File: config.mk
export PLATFORM = sky130hd
export DESIGN_NAME = ptpm_port
export DESIGN_NICKNAME = d
export VERILOG_FILES = /design/src/ptpm_pkg.sv /design/src/ptpm_ovr_if.sv /design/src/ptpm_pin_cell.sv /design/src/ptpm_port.sv
export SDC_FILE = /design/constraint.sdc
export NUM_CORES = 1
export LEC_CHECK = 0
export BUFFER_PORTS_ARGS = -buffer_cell sky130_fd_sc_hd__buf_4
export CORE_MARGIN = 1.5
export CORE_UTILIZATION = 48
export CTS_CLUSTER_SIZE = 24
export DETAILED_ROUTE_END_ITERATION = 10
export PLACE_DENSITY_LB_ADDON = 0.05
export SKIP_CTS_REPAIR_TIMING = 1
export SLEW_MARGIN = 0
export SYNTH_ARGS = -nofsm -noshare
export SYNTH_HDL_FRONTEND = slang
export SYNTH_SLANG_ARGS = --single-unit
File: constraint.sdc
create_clock -name clk -period 2.7 [get_ports clk]
set_clock_uncertainty 0.1 [all_clocks]
set_input_delay 0.27 -clock clk [delete_from_list [all_inputs] [get_ports clk]]
set_output_delay 0.27 -clock clk [all_outputs]
set_load 0.02 [all_outputs]
File: src/ptpm_pkg.sv
/*
  Constants and pin numbering for the eight-pin shared GPIO port.
  Assumes a single 20 MHz clock domain and synchronous active-low reset.
*/
`default_nettype none
package ptpm_pkg;
    // ------------------------------------------------------------
    // Widths and reset values
    // ------------------------------------------------------------
    localparam int PORT_WIDTH = 8;
    localparam logic [7:0] DIR_RESET = 8'hff;
    localparam logic [7:0] LATCH_RESET = 8'h00;
    localparam logic CAP2_SEL_RESET = 1'h1;
    // ------------------------------------------------------------
    // Pin positions
    // ------------------------------------------------------------
    localparam int PIN_ZERO = 0;
    localparam int PIN_ONE = 1;
    localparam int PIN_TWO = 2;
    localparam int PIN_THREE = 3;
    localparam int PIN_SIX = 6;
    localparam int PIN_SEVEN = 7;
    // Pin serving capture two when moved off pin one
    localparam int PIN_CAP2_ALT = 7;
endpackage : ptpm_pkg
`default_nettype wire

File: src/ptpm_ovr_if.sv
/*
  Per-pin override bundle between the port top and the pin cell.
  Assumes all signals are on the port clock.
*/
`timescale 1ns/1ps
`default_nettype none
interface ptpm_ovr_if;
    logic [7:0] ownDir;    // Peripheral owns direction
    logic [7:0] ovrOut;    // Forced output when owned
    logic [7:0] ovrData;   // Peripheral data
    logic [7:0] odSel;     // Open-drain select
    logic [7:0] analogOff; // Digital path disabled
    modport source (output ownDir, ovrOut, ovrData, odSel, analogOff);
    modport sink (input ownDir, ovrOut, ovrData, odSel, analogOff);
endinterface : ptpm_ovr_if
`default_nettype wire

File: src/ptpm_pin_cell.sv
/*
  Output stage for all pins: direction, data and open-drain resolution.
  Assumes override bundle already resolved per pin by the port top.
*/
`timescale 1ns/1ps
`default_nettype none
module ptpm_pin_cell (
    input wire logic clk,
    input wire logic reset_n,
    ptpm_ovr_if.sink ovr,
    input wire logic [7:0] dirBits,
    input wire logic [7:0] latchBits,
    output logic [7:0] pinOut,
    output logic [7:0] pinOe
);
    logic [7:0] outNext;
    logic [7:0] oeNext;
    // --------------------------------------------------------
    // Per-pin resolution
    // --------------------------------------------------------
    genvar i;
    generate
        for (i = 0; i < ptpm_pkg::PORT_WIDTH; i++) begin : g_pin
            logic drive;
            logic data;
            // Analog pins never drive; else owner picks direction, else direction bit 0 means output
            assign drive = ovr.analogOff[i] ? 1'b0 :
                ovr.ownDir[i] ? ovr.ovrOut[i] : ~dirBits[i];
            assign data = ovr.ownDir[i] ? ovr.ovrData[i] : latchBits[i];
            // Open drain only pulls low; high level released
            assign oeNext[i] = drive & ~(ovr.odSel[i] & data);
            assign outNext[i] = ovr.odSel[i] ? 1'b0 : data;
        end
    endgenerate
    // Registered pad outputs; reset leaves all pins floating inputs
    always_ff @(posedge clk) begin
        if (!reset_n) begin
            pinOe <= 8'h00;
            pinOut <= 8'h00;
        end else begin
            pinOe <= oeNext;
            pinOut <= outNext;
        end
    end
endmodule : ptpm_pin_cell
`default_nettype wire

File: src/ptpm_port.sv
/*
  Eight-pin shared GPIO port with peripheral overrides.
  Assumes software writes come as one-cycle strobes on the port clock and
  peripheral controls are synchronous to the same clock.
*/
`timescale 1ns/1ps
`default_nettype none
module ptpm_port (
    input wire logic clk,
    input wire logic reset_n,
    input wire logic dirWrite,
    input wire logic [7:0] dirWdata,
    input wire logic latchWrite,
    input wire logic [7:0] latchWdata,
    output logic [7:0] directionBits,
    output logic [7:0] outputLatch,
    output logic [7:0] thirdPortPins,
    input wire logic capture2PinSelect,
    input wire logic extendedMode,
    input wire logic spiOpenDrainSel,
    input wire logic pwmOneOpenDrainSel,
    input wire logic pwmTwoOpenDrainSel,
    input wire logic uartOpenDrainSel,
    input wire logic subOscEnable,
    input wire logic capOneEnable,
    input wire logic capOneData,
    input wire logic pwmOneShutdown,
    input wire logic capTwoEnable,
    input wire logic capTwoData,
    input wire logic pwmTwoShutdown,
    input wire logic spiEnable,
    input wire logic spiClockOut,
    input wire logic twowireEnable,
    input wire logic twowireClockOut,
    input wire logic uartSyncEnable,
    input wire logic uartClockMaster,
    input wire logic uartClockOut,
    input wire logic uartDataOut,
    input wire logic uartDataDrive,
    output logic capOneIn,
    output logic capTwoIn,
    output logic serialOneClockIn,
    output logic timerExtCountIn,
    input wire logic [7:0] pinIn,
    output logic [7:0] pinOut,
    output logic [7:0] pinOe,
    output logic capTwoSelected
);
    ptpm_ovr_if ovr ();
    logic [7:0] dir_reg;
    logic [7:0] latch_reg;
    logic [7:0] syncA_reg;
    logic [7:0] syncB_reg;
    logic [7:0] sampled;
    logic cap2Sel_reg;
    logic cap2OnOne;
    logic cap2OnAlt;
    logic [7:0] ownDir;
    logic [7:0] ovrOut;
    logic [7:0] ovrData;
    logic [7:0] odSel;
    logic [7:0] analogOff;

    // ------------------------------------------------------------
    // Software registers
    // ------------------------------------------------------------
    // Direction bits never touched by overrides, so reads stay true
    always_ff @(posedge clk) begin
        if (!reset_n) begin
            dir_reg <= ptpm_pkg::DIR_RESET;
        end else if (dirWrite) begin
            dir_reg <= dirWdata;
        end
    end

    // Output latch
    always_ff @(posedge clk) begin
        if (!reset_n) begin
            latch_reg <= ptpm_pkg::LATCH_RESET;
        end else if (latchWrite) begin
            latch_reg <= latchWdata;
        end
    end

    // Pin-select strap caught at each synchronous reset
    always_ff @(posedge clk) begin
        if (!reset_n) begin
            cap2Sel_reg <= capture2PinSelect;
        end
    end

    assign directionBits = dir_reg;
    assign outputLatch = latch_reg;

    // ------------------------------------------------------------
    // Pin input synchronisers
    // ------------------------------------------------------------
    always_ff @(posedge clk) begin
        if (!reset_n) begin
            syncA_reg <= 8'h00;
            syncB_reg <= 8'h00;
        end else begin
            syncA_reg <= pinIn;
            syncB_reg <= syncA_reg;
        end
    end

    // Analog oscillator pins read as zero
    assign sampled = syncB_reg & ~analogOff;
    // Port read returns pin levels
    always_ff @(posedge clk) begin
        if (!reset_n) begin
            thirdPortPins <= 8'h00;
        end else begin
            thirdPortPins <= sampled;
        end
    end

    // ------------------------------------------------------------
    // Capture two placement
    // ------------------------------------------------------------
    // Alternate placement only legal in extended mode of large package
    assign cap2OnOne = cap2Sel_reg | ~extendedMode;
    assign cap2OnAlt = ~cap2OnOne;
    assign capTwoSelected = cap2OnOne;

    // ------------------------------------------------------------
    // Override resolution
    // ------------------------------------------------------------
    // Peripheral ownership; pins not listed fall back to port control
    always_comb begin
        ownDir = 8'h00;
        ovrOut = 8'h00;
        ovrData = 8'h00;
        odSel = 8'h00;
        analogOff = 8'h00;
        // Sub oscillator turns pins 0 and 1 analog
        if (subOscEnable) begin
            analogOff[ptpm_pkg::PIN_ZERO] = 1'b1;
            analogOff[ptpm_pkg::PIN_ONE] = 1'b1;
        end
        // Capture one: direction bit picks output or capture input
        if (capOneEnable) begin
            ownDir[ptpm_pkg::PIN_TWO] = 1'b1;
            ovrOut[ptpm_pkg::PIN_TWO] = ~dir_reg[ptpm_pkg::PIN_TWO] & ~pwmOneShutdown;
            ovrData[ptpm_pkg::PIN_TWO] = capOneData;
            odSel[ptpm_pkg::PIN_TWO] = pwmOneOpenDrainSel;
        end
        // Capture two on pin one or its alternate pin
        if (capTwoEnable && cap2OnOne) begin
            ownDir[ptpm_pkg::PIN_ONE] = 1'b1;
            ovrOut[ptpm_pkg::PIN_ONE] = ~dir_reg[ptpm_pkg::PIN_ONE] & ~pwmTwoShutdown;
            ovrData[ptpm_pkg::PIN_ONE] = capTwoData;
            odSel[ptpm_pkg::PIN_ONE] = pwmTwoOpenDrainSel;
        end
        if (capTwoEnable && cap2OnAlt) begin
            ownDir[ptpm_pkg::PIN_CAP2_ALT] = 1'b1;
            ovrOut[ptpm_pkg::PIN_CAP2_ALT] = ~dir_reg[ptpm_pkg::PIN_CAP2_ALT]
                & ~pwmTwoShutdown;
            ovrData[ptpm_pkg::PIN_CAP2_ALT] = capTwoData;
            odSel[ptpm_pkg::PIN_CAP2_ALT] = pwmTwoOpenDrainSel;
        end
        // Serial clock: SPI follows direction bit, two-wire drives low only while its clock output is low
        if (twowireEnable) begin
            ownDir[ptpm_pkg::PIN_THREE] = 1'b1;
            ovrOut[ptpm_pkg::PIN_THREE] = ~twowireClockOut;
            ovrData[ptpm_pkg::PIN_THREE] = 1'b0;
        end else if (spiEnable) begin
            ownDir[ptpm_pkg::PIN_THREE] = 1'b1;
            ovrOut[ptpm_pkg::PIN_THREE] = ~dir_reg[ptpm_pkg::PIN_THREE];
            ovrData[ptpm_pkg::PIN_THREE] = spiClockOut;
            odSel[ptpm_pkg::PIN_THREE] = spiOpenDrainSel;
        end
        // Synchronous UART: clock on pin six, data on pin seven unless capture two holds its alternate pin
        if (uartSyncEnable) begin
            ownDir[ptpm_pkg::PIN_SIX] = 1'b1;
            ovrOut[ptpm_pkg::PIN_SIX] = uartClockMaster;
            ovrData[ptpm_pkg::PIN_SIX] = uartClockOut;
            odSel[ptpm_pkg::PIN_SIX] = uartOpenDrainSel;
            if (!(capTwoEnable && cap2OnAlt)) begin
                ownDir[ptpm_pkg::PIN_SEVEN] = 1'b1;
                ovrOut[ptpm_pkg::PIN_SEVEN] = uartDataDrive;
                ovrData[ptpm_pkg::PIN_SEVEN] = uartDataOut;
                odSel[ptpm_pkg::PIN_SEVEN] = uartOpenDrainSel;
            end
        end
    end

    assign ovr.ownDir = ownDir;
    assign ovr.ovrOut = ovrOut;
    assign ovr.ovrData = ovrData;
    assign ovr.odSel = odSel;
    assign ovr.analogOff = analogOff;

    // ------------------------------------------------------------
    // Peripheral inputs, taken from synchronised pins
    // ------------------------------------------------------------
    assign capOneIn = sampled[ptpm_pkg::PIN_TWO];
    assign capTwoIn = cap2OnOne ? sampled[ptpm_pkg::PIN_ONE]
        : sampled[ptpm_pkg::PIN_CAP2_ALT];
    assign serialOneClockIn = sampled[ptpm_pkg::PIN_THREE];
    assign timerExtCountIn = sampled[ptpm_pkg::PIN_ZERO];

    // ------------------------------------------------------------
    // Pad stage
    // ------------------------------------------------------------
    ptpm_pin_cell u_ptpm_pin_cell (
        .clk(clk),
        .reset_n(reset_n),
        .ovr(ovr),
        .dirBits(dir_reg),
        .latchBits(latch_reg),
        .pinOut(pinOut),
        .pinOe(pinOe)
    );
endmodule : ptpm_port
`default_nettype wire

Yosys cells after proc, flatten, opt, wreduce, memory -nomap -nowiden
Index checks and enable logic that the tools add are counted.
{"block": "classes", "n_bitwise": 35, "n_mux": 41, "n_reduce_logical": 8}
{"cell": "two-way mux 1 bit", "count": 36}
{"cell": "inverter 1 bit", "count": 19}
{"cell": "AND 1 bit", "count": 13}
{"cell": "OR reduction 2 bit", "count": 6}
{"cell": "two-way mux 2 bit", "count": 5}
{"cell": "AND 8 bit", "count": 1}
{"cell": "inverter 2 -> 8 bit", "count": 1}
{"cell": "logical AND 1 bit", "count": 2}
{"cell": "OR 1 bit", "count": 1}
{"block": "totals", "reg_bits": 57, "inputBits": 50, "output_inout_bits": 45}

Longest topological paths before layout
Gate-level depths: netlist (run 1).
{"block": "depth", "ltp_word": 11, "ltp_mapped": 4, "ltp_nobuf": 3}

Cells and area by module
A second synthesis (run 1) with hierarchy kept.
{"block": "unflattened", "cells_unflattened": 205, "hier_area_um2": 2245.9}
{"mod": "ptpm_port", "cells_per_inst": 134, "n_inst": 1, "area_per_inst_um2": 1460.2, "seq_area_each_um2": 830.8}
{"mod": "ptpm_pin_cell", "cells_per_inst": 71, "n_inst": 1, "area_per_inst_um2": 785.8, "seq_area_each_um2": 320.3}

Least setup slack after synthesis (run 1)
OpenSTA, ideal clock, no wires.
{"block": "synth_path", "path_type": "flip-flop to output port", "startpoint": "register cap2Sel_reg", "endpoint": "output port capTwoIn", "required_ps": 2330, "n_path_buf": 0, "stages_incl_launch_ff": 3, "arrival_time_ps": 1024, "path_slack_ps": 1306, "path_cell_list": "edfxtp_1 > nand2b_1 > mux2_2"}
{"block": "synth_between", "elab_chain_len": 2}
{"item": "from (decl)", "line_no": "ptpm_port.sv:55", "rtl": "logic cap2Sel_reg;"}
{"item": "from (signal assigned)", "line_no": "ptpm_port.sv:88", "rtl": "cap2Sel_reg <= capture2PinSelect;"}
{"item": "OR 1 bit", "line_no": "ptpm_port.sv:123", "rtl": "assign cap2OnOne = cap2Sel_reg | ~extendedMode;"}
{"item": "net capTwoSelected", "line_no": "ptpm_port.sv:47", "rtl": "output logic capTwoSelected"}
{"item": "two-way mux 1 bit", "line_no": "ptpm_port.sv:199", "rtl": "assign capTwoIn = cap2OnOne ? sampled[ptpm_pkg::PIN_ONE]"}
{"item": "to (decl)", "line_no": "ptpm_port.sv:41", "rtl": "output logic capTwoIn,"}
The timed path passes the listed nets, and every way through them passes these cells.

Worst setup path in the final report (run 1)
{"block": "layout_path", "startpoint": "register cap2Sel_reg", "endpoint": "output port capTwoIn"}
{"block": "layout_between", "elab_chain_len": 2}
{"item": "OR 1 bit", "line_no": "ptpm_port.sv:123"}
{"item": "two-way mux 1 bit", "line_no": "ptpm_port.sv:199"}
Every way passes these cells.

==> impl_results.md, run 1 <==
- Synthesized instance count: 173
- Complex-gate fraction of the synthesized area: 5.073%
- Yosys warnings: 0
- Max clock buf depth: 2
- Worst path arrival time: 1.41 ns
- Cell row count: 22
- Required time at the worst-slack endpoint: 2.33 ns
- Dominant cells by area after synthesis: dfxtp_1 (60%), mux2i_1 (9.1%), and2_1 (8.3%)
- Overflow after GRT: 0
- Vias in the first global route: 1378
- IO Pins: 95
- Synth Area in XOR/XNOR: 0%
- Non-Filler Instances: 321
- Area grow syn2layout: 48.93%
- ANT nets after route: 0
- Core area: 3716 um^2
- Post-DP Area: 2584 um^2
- Nature of the critical path endpoint: primary output
- Register bit total from synthesis: 57
- DR pass1 iterations: 4
- Die W: 65.49 um
- FMAX: 561.8 MHz
- Most common cell in the synthesized netlist: dfxtp_1
- Crit Path Category: reg2out
- Post-synthesis mux area share: 9.680%
- Initial core utilization: 50.44%
- Status: finished, final reports clean
- Drt drc: 0
- RSZ-0062 raised after global routing: false
- Maxcap violations: 0
- Root Buffer: clkbuf_8
- Avg WL per Cell: 12.11 um
- Slowest Stage Delay on Critical Path: 0.38 ns
- EDFF count, synth: 1
- H-tree Lvls: 3
- Final min period: 1.780 ns
- Max-Slew Margin vs Limit: 64.36%
- Crit-path max FO: 5
- Worst Tran Pin Value: 0.5313 ns
- Syn_nets: 223
- TritonCTS Buffers: 9
- Setup TNS Final: 0 ns
- Register area share after synthesis: 61.42%
- Post-route cell area: 2791 um^2
- Synth top area share: 59.81%
- Worst VDD drop: 515.6 uV
- Adder-cell share of the synthesized area: 0%
- Class of the worst hold path: in2reg
- Largest net degree at the start of global routing: 37
- Ys async rst share: 0%
- Avg Cell Area, Syn: 10.83 um^2
- GRT Overall Usage: 19.24%
- Routed vias: 1470
- Detail Placement HPWL: 2.837 mm
- RePlAce Congestion: 0.7345
- Sink Count: 57
- Worst-skew pair later-pin latency: 0.33 ns
- Die footprint: 4289 um^2
- Post-synthesis simple-gate area fraction: 20.23%
- Startpoint types: flip-flop
- Combinational family with the most area after synthesis: simple AND/OR/NAND/NOR gates
- Clock-pin slew on the worst setup and hold paths: 0.06 ns
- Final period utilization: 65.93%
- Antenna Cells: 0
- Buffers on Ports: 94
- Final setup fails: 0
- Cell-by-cell trace of the critical path: nand2b_1 -> mux2_2 -> buf_4
- Lkg Pwr: 1.349 nW
- Syn Std Cell Area: 1874 um^2
- Starting DRT DRC Count: 77
- Main synth FF type: dfxtp_1
- Synth cell types: 27
- TritonCTS clock tree: built
- Final Power: 0.001923 W
- Slew Viols, Final: 0
- Slowest-stage cell, CP: edfxtp_1
- First-pass GRT wire length: 5.892 mm
- Die H: 65.49 um
- Nets: 318
- Initial antenna violation count: 0
- Top cells by count, synth: dfxtp_1 (56), and2_1 (25), nor2_1 (21), mux2i_1 (17), nand2_1 (11)
- Layout cells sized above 1: 40.66%
- Final hold violation count: 0
- DRT Wirelength: 3.888 mm
- Synth area leader: dfxtp_1
- Via/cell ratio: 4.579
- PD cells: 688.8 nW/um^2
- Inst Count DP: 305
[per-layer routing]
metal	vias to the layer above	wire length [um]	GRT usage (%)
li1	750	-	-
met5	-	0	0
met4	0	83	13.28
met2	68	1788	30.23
met3	7	326	7.192
met1	645	1689	21.57
[final timing paths]
check / from / end / slack (ns) / cells after the start
setup / recovery: cap2Sel_reg / capTwoIn / 0.92 / 3
setup reg to reg: cap2Sel_reg / u_ptpm_pin_cell.pinOut[1] / 1.46 / 3
hold reg to reg: syncA_reg[0] / syncB_reg[0] / 0.33 / 1
hold / removal: twowireEnable / u_ptpm_pin_cell.pinOut[3] / 0.01 / 2
[report_power, final]
| group | internal [W] | switching, W |
|---|---|---|
| logic | 0.000116 | 0.000103 |
| clock network | 0.000501 | 0.000302 |
| registers | 0.000884 | 0.0000175 |
| total | 0.00150 | 0.000422 |
[stage by stage]
stage | hold slack (ns) | setup slack (ns) | utilization [%]
after floorplan | 0.2468 | 1.306 | -
after global placement | 0.3139 | 1.108 | 69.53
after detailed placement | 0.3190 | 1.030 | 69.53
after CTS | 0.001893 | 0.9061 | 75.12
after global routing | 0.003094 | 0.8654 | 75.12
final | 0.01483 | 0.9200 | 75.12
[placed cells by master, fill, tap and decap left out, drive strengths merged]
cell type   n
o21a        1
a311oi      1
clkbuf     14
buf        94
clkinv      2
a21oi       3
nor2       21
mux2        1
a211oi      3
inv         2
dfxtp      56
a21o        2
and2       25
a21boi      1
and3        1
edfxtp      1
nor2b       5
nor3        1
nand2b      3
nand2      11
or3         1
nand3b      2
a31oi       3
mux2i      17
nand4       1
bufinv      1
[worst max-delay path, delay by kind of cell, from the launching register on]
family,cells,cell delay [ns]
flip-flops,1,0.38
multiplexers,1,0.30
AND/OR/NAND/NOR,1,0.24
buffers and inverters,1,0.16
[kinds of logic (layout without fill, tap and decap cells)]
family                 after synthesis  after routing
AND/OR/NAND/NOR                     71             71
flip-flops                          57             57
multiplexers                        18             18
AO/OA/AOI/OAI                       14             14
buffers and inverters               13            113
[final cells by class]
cell class                 count  area (um^2)
clock buffer                  14        172.7
fill                         308        924.6
tap                           48        60.06
timing repair buffer          94        705.7
clock inverter                 2        35.03
inverter                       3        11.26
multi-input combinational    103        655.6
sequential                    57         1151
Note: power is estimated with default switching activity, not from simulation.
==> run 2: changes to the inputs <==
ABC_AREA = 1   (was default)
CORE_UTILIZATION = 41   (was 48)
clock period = 1.6 ns   (was 2.7 ns; I/O delays follow)
==> run 2 against run 1 <==
Effect of this change: hold slack got worse by 0.013 ns; final area increased by 13%; register-to-register slack got worse by 1.2 ns; utilization decreased by 7.2 points; synthesized area increased by 4.9%; critical endpoint is now u_ptpm_pin_cell.pinOut[2]; largest cell class unchanged.
==> impl_results.md, run 2 <==
- Status: finished, final reports clean (unchanged)
- Worst path arrival time: 1.73 ns (was 1.41 ns)
- Final setup fails: 0 (unchanged)
- Worst Tran Pin Value: 0.2794 ns (was 0.5313 ns)
- Nature of the critical path endpoint: flip-flop (was primary output)
- Most common cell in the synthesized netlist: dfxtp_1 (unchanged)
- DRT Wirelength: 4.651 mm (was 3.888 mm)
- Main synth FF type: dfxtp_1 (unchanged)
- Layout cells sized above 1: 32.26% (was 40.66%)
- Largest net degree at the start of global routing: 27 (was 37)
- Avg Cell Area, Syn: 8.128 um^2 (was 10.83 um^2)
- Worst-skew pair later-pin latency: 0.33 ns (about the same)
- Syn_nets: 292 (was 223)
- Overflow after GRT: 0 (unchanged)
- Synthesized instance count: 242 (was 173)
- Max-Slew Margin vs Limit: 81.26% (was 64.36%)
- Final Power: 0.003335 W (was 0.001923 W)
- Synth cell types: 20 (was 27)
- Class of the worst hold path: in2reg (unchanged)
- Synth area leader: dfxtp_1 (unchanged)
- Maxcap violations: 0 (unchanged)
- Worst Setup Slack, final: 0.04256 ns (was 0.9200 ns)
- Syn Std Cell Area: 1967 um^2 (was 1874 um^2)
- Hold_ws: 0.002295 ns (was 0.01483 ns)
- GRT Overall Usage: 18.68% (was 19.24%)
- Crit Path Category: in2reg (was reg2out)
- Buffers on Ports: 94 (unchanged)
- FMAX: 642.1 MHz
- Setup TNS Final: 0 ns (unchanged)
- DR pass1 iterations: 4 (unchanged)
- Drt drc: 0 (unchanged)
- Max clock buf depth: 2 (unchanged)
- Final hold violation count: 0 (unchanged)
- EDFF count, synth: 1 (unchanged)
- First-pass GRT wire length: 7.217 mm (was 5.892 mm)
- Most frequent cells in the layout: buf_4 (96), dfxtp_1 (56), nand2_1 (53) (was buf_4 (94), dfxtp_1 (56), and2_1 (25))
- Area grow syn2layout: 61.01% (was 48.93%)
- Final period utilization: 97.34%
- Starting DRT DRC Count: 54 (was 77)
- Slew Viols, Final: 0 (unchanged)
- Via/cell ratio: 4.347 (was 4.579)
- Initial core utilization: 42.20% (was 50.44%)
- Detail Placement HPWL: 3.157 mm (was 2.837 mm)
- IO Pins: 95 (unchanged)
- Die W: 72.26 um (was 65.49 um)
- Dominant cells by area after synthesis: dfxtp_1 (57%), nand2_1 (10%), inv_1 (8.2%) (was dfxtp_1 (60%), mux2i_1 (9.1%), and2_1 (8.3%))
- Nets: 417 (was 318)
- RePlAce Congestion: 0.8163 (was 0.7345)
- Met1 Use GR: 19.79% (was 21.57%)
- GR peak layer: met2 (unchanged)
- Met3 Usage GRT: 8.611% (was 7.192%)
- Clock-pin slew on the worst setup and hold paths: 0.06 ns (about the same)
- TritonCTS Buffers: 9 (unchanged)
- Sink Count: 57 (unchanged)
- Pre-CTS WS: 0.3366 ns (was 1.030 ns)
- Die H: 72.26 um (was 65.49 um)
- Vias in the first global route: 1605 (was 1378)
- Startpoint types: input port (was flip-flop)
- TritonCTS clock tree: built (unchanged)
- ANT nets after route: 0 (unchanged)
- Cell row count: 25 (was 22)
- Lkg Pwr: 1.736 nW (was 1.349 nW)
- Ys async rst share: 0% (unchanged)
- H-tree Lvls: 3 (unchanged)
- M2 GR Usage: 29.84% (was 30.23%)
- Top cells by count, synth: dfxtp_1 (56), nand2_1 (53), inv_1 (43), nor2_1 (28), o21ai_0 (16) (was dfxtp_1 (56), and2_1 (25), nor2_1 (21), mux2i_1 (17), nand2_1 (11))
- Initial antenna violation count: 0 (unchanged)
- Register bit total from synthesis: 57 (unchanged)
- Antenna Cells: 0 (unchanged)
- Most common cell after layout, fill and taps aside: buf_4 (unchanged)
- Register area share after synthesis: 58.52% (was 61.42%)
- Root Buffer: clkbuf_8 (unchanged)
- Die footprint: 5222 um^2 (was 4289 um^2)
- Final min period: 1.557 ns
- PD cells: 1053 nW/um^2 (was 688.8 nW/um^2)
- Yosys warnings: 0 (unchanged)
- Avg WL per Cell: 10.92 um (was 12.11 um)
- Worst VDD drop: 726.4 uV (was 515.6 uV)
- Crit-path max FO: 4 (was 5)
- Core area: 4661 um^2 (was 3716 um^2)
- Synth top area share: 57.00% (was 59.81%)
- Routed vias: 1852 (was 1470)
- Required time at the worst-slack endpoint: 1.77 ns (was 2.33 ns)
==> run 2: cell types whose count changed after synthesis, sizes merged, moves of 3 or more <==
cell | previous run | this run
nand2 | 11 | 57
inv | 2 | 44
and2 | 25 | 0
mux2i | 17 | 0
nand3 | 0 | 17
o21ai | 0 | 17
nor2 | 21 | 28
nor2b | 5 | 0
a21oi | 3 | 6
a31oi | 3 | 0
clkbuf | 3 | 0
nand2b | 3 | 0
==> run 2: cells by family (layout without fill, tap and decap cells) <==
group / after synthesis / in the layout / synth area share, %
AO/OA/AOI/OAI: 26 / 26 / 6.997
flip-flops: 57 / 57 / 58.52
buffers and inverters: 54 / 184 / 11.58
AND/OR/NAND/NOR: 105 / 105 / 22.90
==> run 2: worst paths after layout <==
check | from | to | slack, ns | cells after the start
min | pwmOneShutdown | u_ptpm_pin_cell.pinOe[2] | 0.002 | 4
min reg2reg | syncB_reg[5] | thirdPortPins[5] | 0.31 | 2
max reg2reg | outputLatch[2] | u_ptpm_pin_cell.pinOut[2] | 0.24 | 3
max | capOneEnable | u_ptpm_pin_cell.pinOut[2] | 0.04 | 6
==> run 2: area by class of cell <==
class,instances,area [um^2]
clock buffers,11,141.4
clock inverters,5,53.80
fillers,398,1494
inverters,45,168.9
multi-input cells,131,593.1
flip-flops and latches,57,1151
well taps,54,67.56
repair buffers,123,991.0
==> run 2: critical path, cell delays in order <==
cell           delay (ns)
dlygate4sd3_1        0.54
buf_4                0.14
nand2_1              0.07
o21ai_0              0.07
a211oi_1             0.17
dlygate4sd3_1        0.57
==> run 2: report_power, final <==
group / internal [W] / leakage [nW] / switching [W] / total (W)
Combinational: 0.000244 / 1.16 / 0.000237 / 0.000481
Clock: 0.000757 / 0.0996 / 0.000565 / 0.00132
Sequential: 0.00150 / 0.472 / 0.0000335 / 0.00153
Total: 0.00250 / 1.74 / 0.000836 / 0.00334
==> run 2: stage by stage <==
stage | utilization (%) | instances | instance area, um^2
final | 67.95 | 426 | 3167
after global routing | 67.95 | 426 | 3167
after CTS | 61.88 | 398 | 2884
after detailed placement | 57.69 | 382 | 2689
after global placement | 57.69 | 382 | 2689
after floorplan | - | 242 | 1967
==> run 2: metal layers <==
metal / share of wire (%) / vias to the layer above
met5: 0 / -
met4: 2.3 / 0
met3: 7.1 / 9
met2: 48 / 60
met1: 43 / 802
li1: - / 981
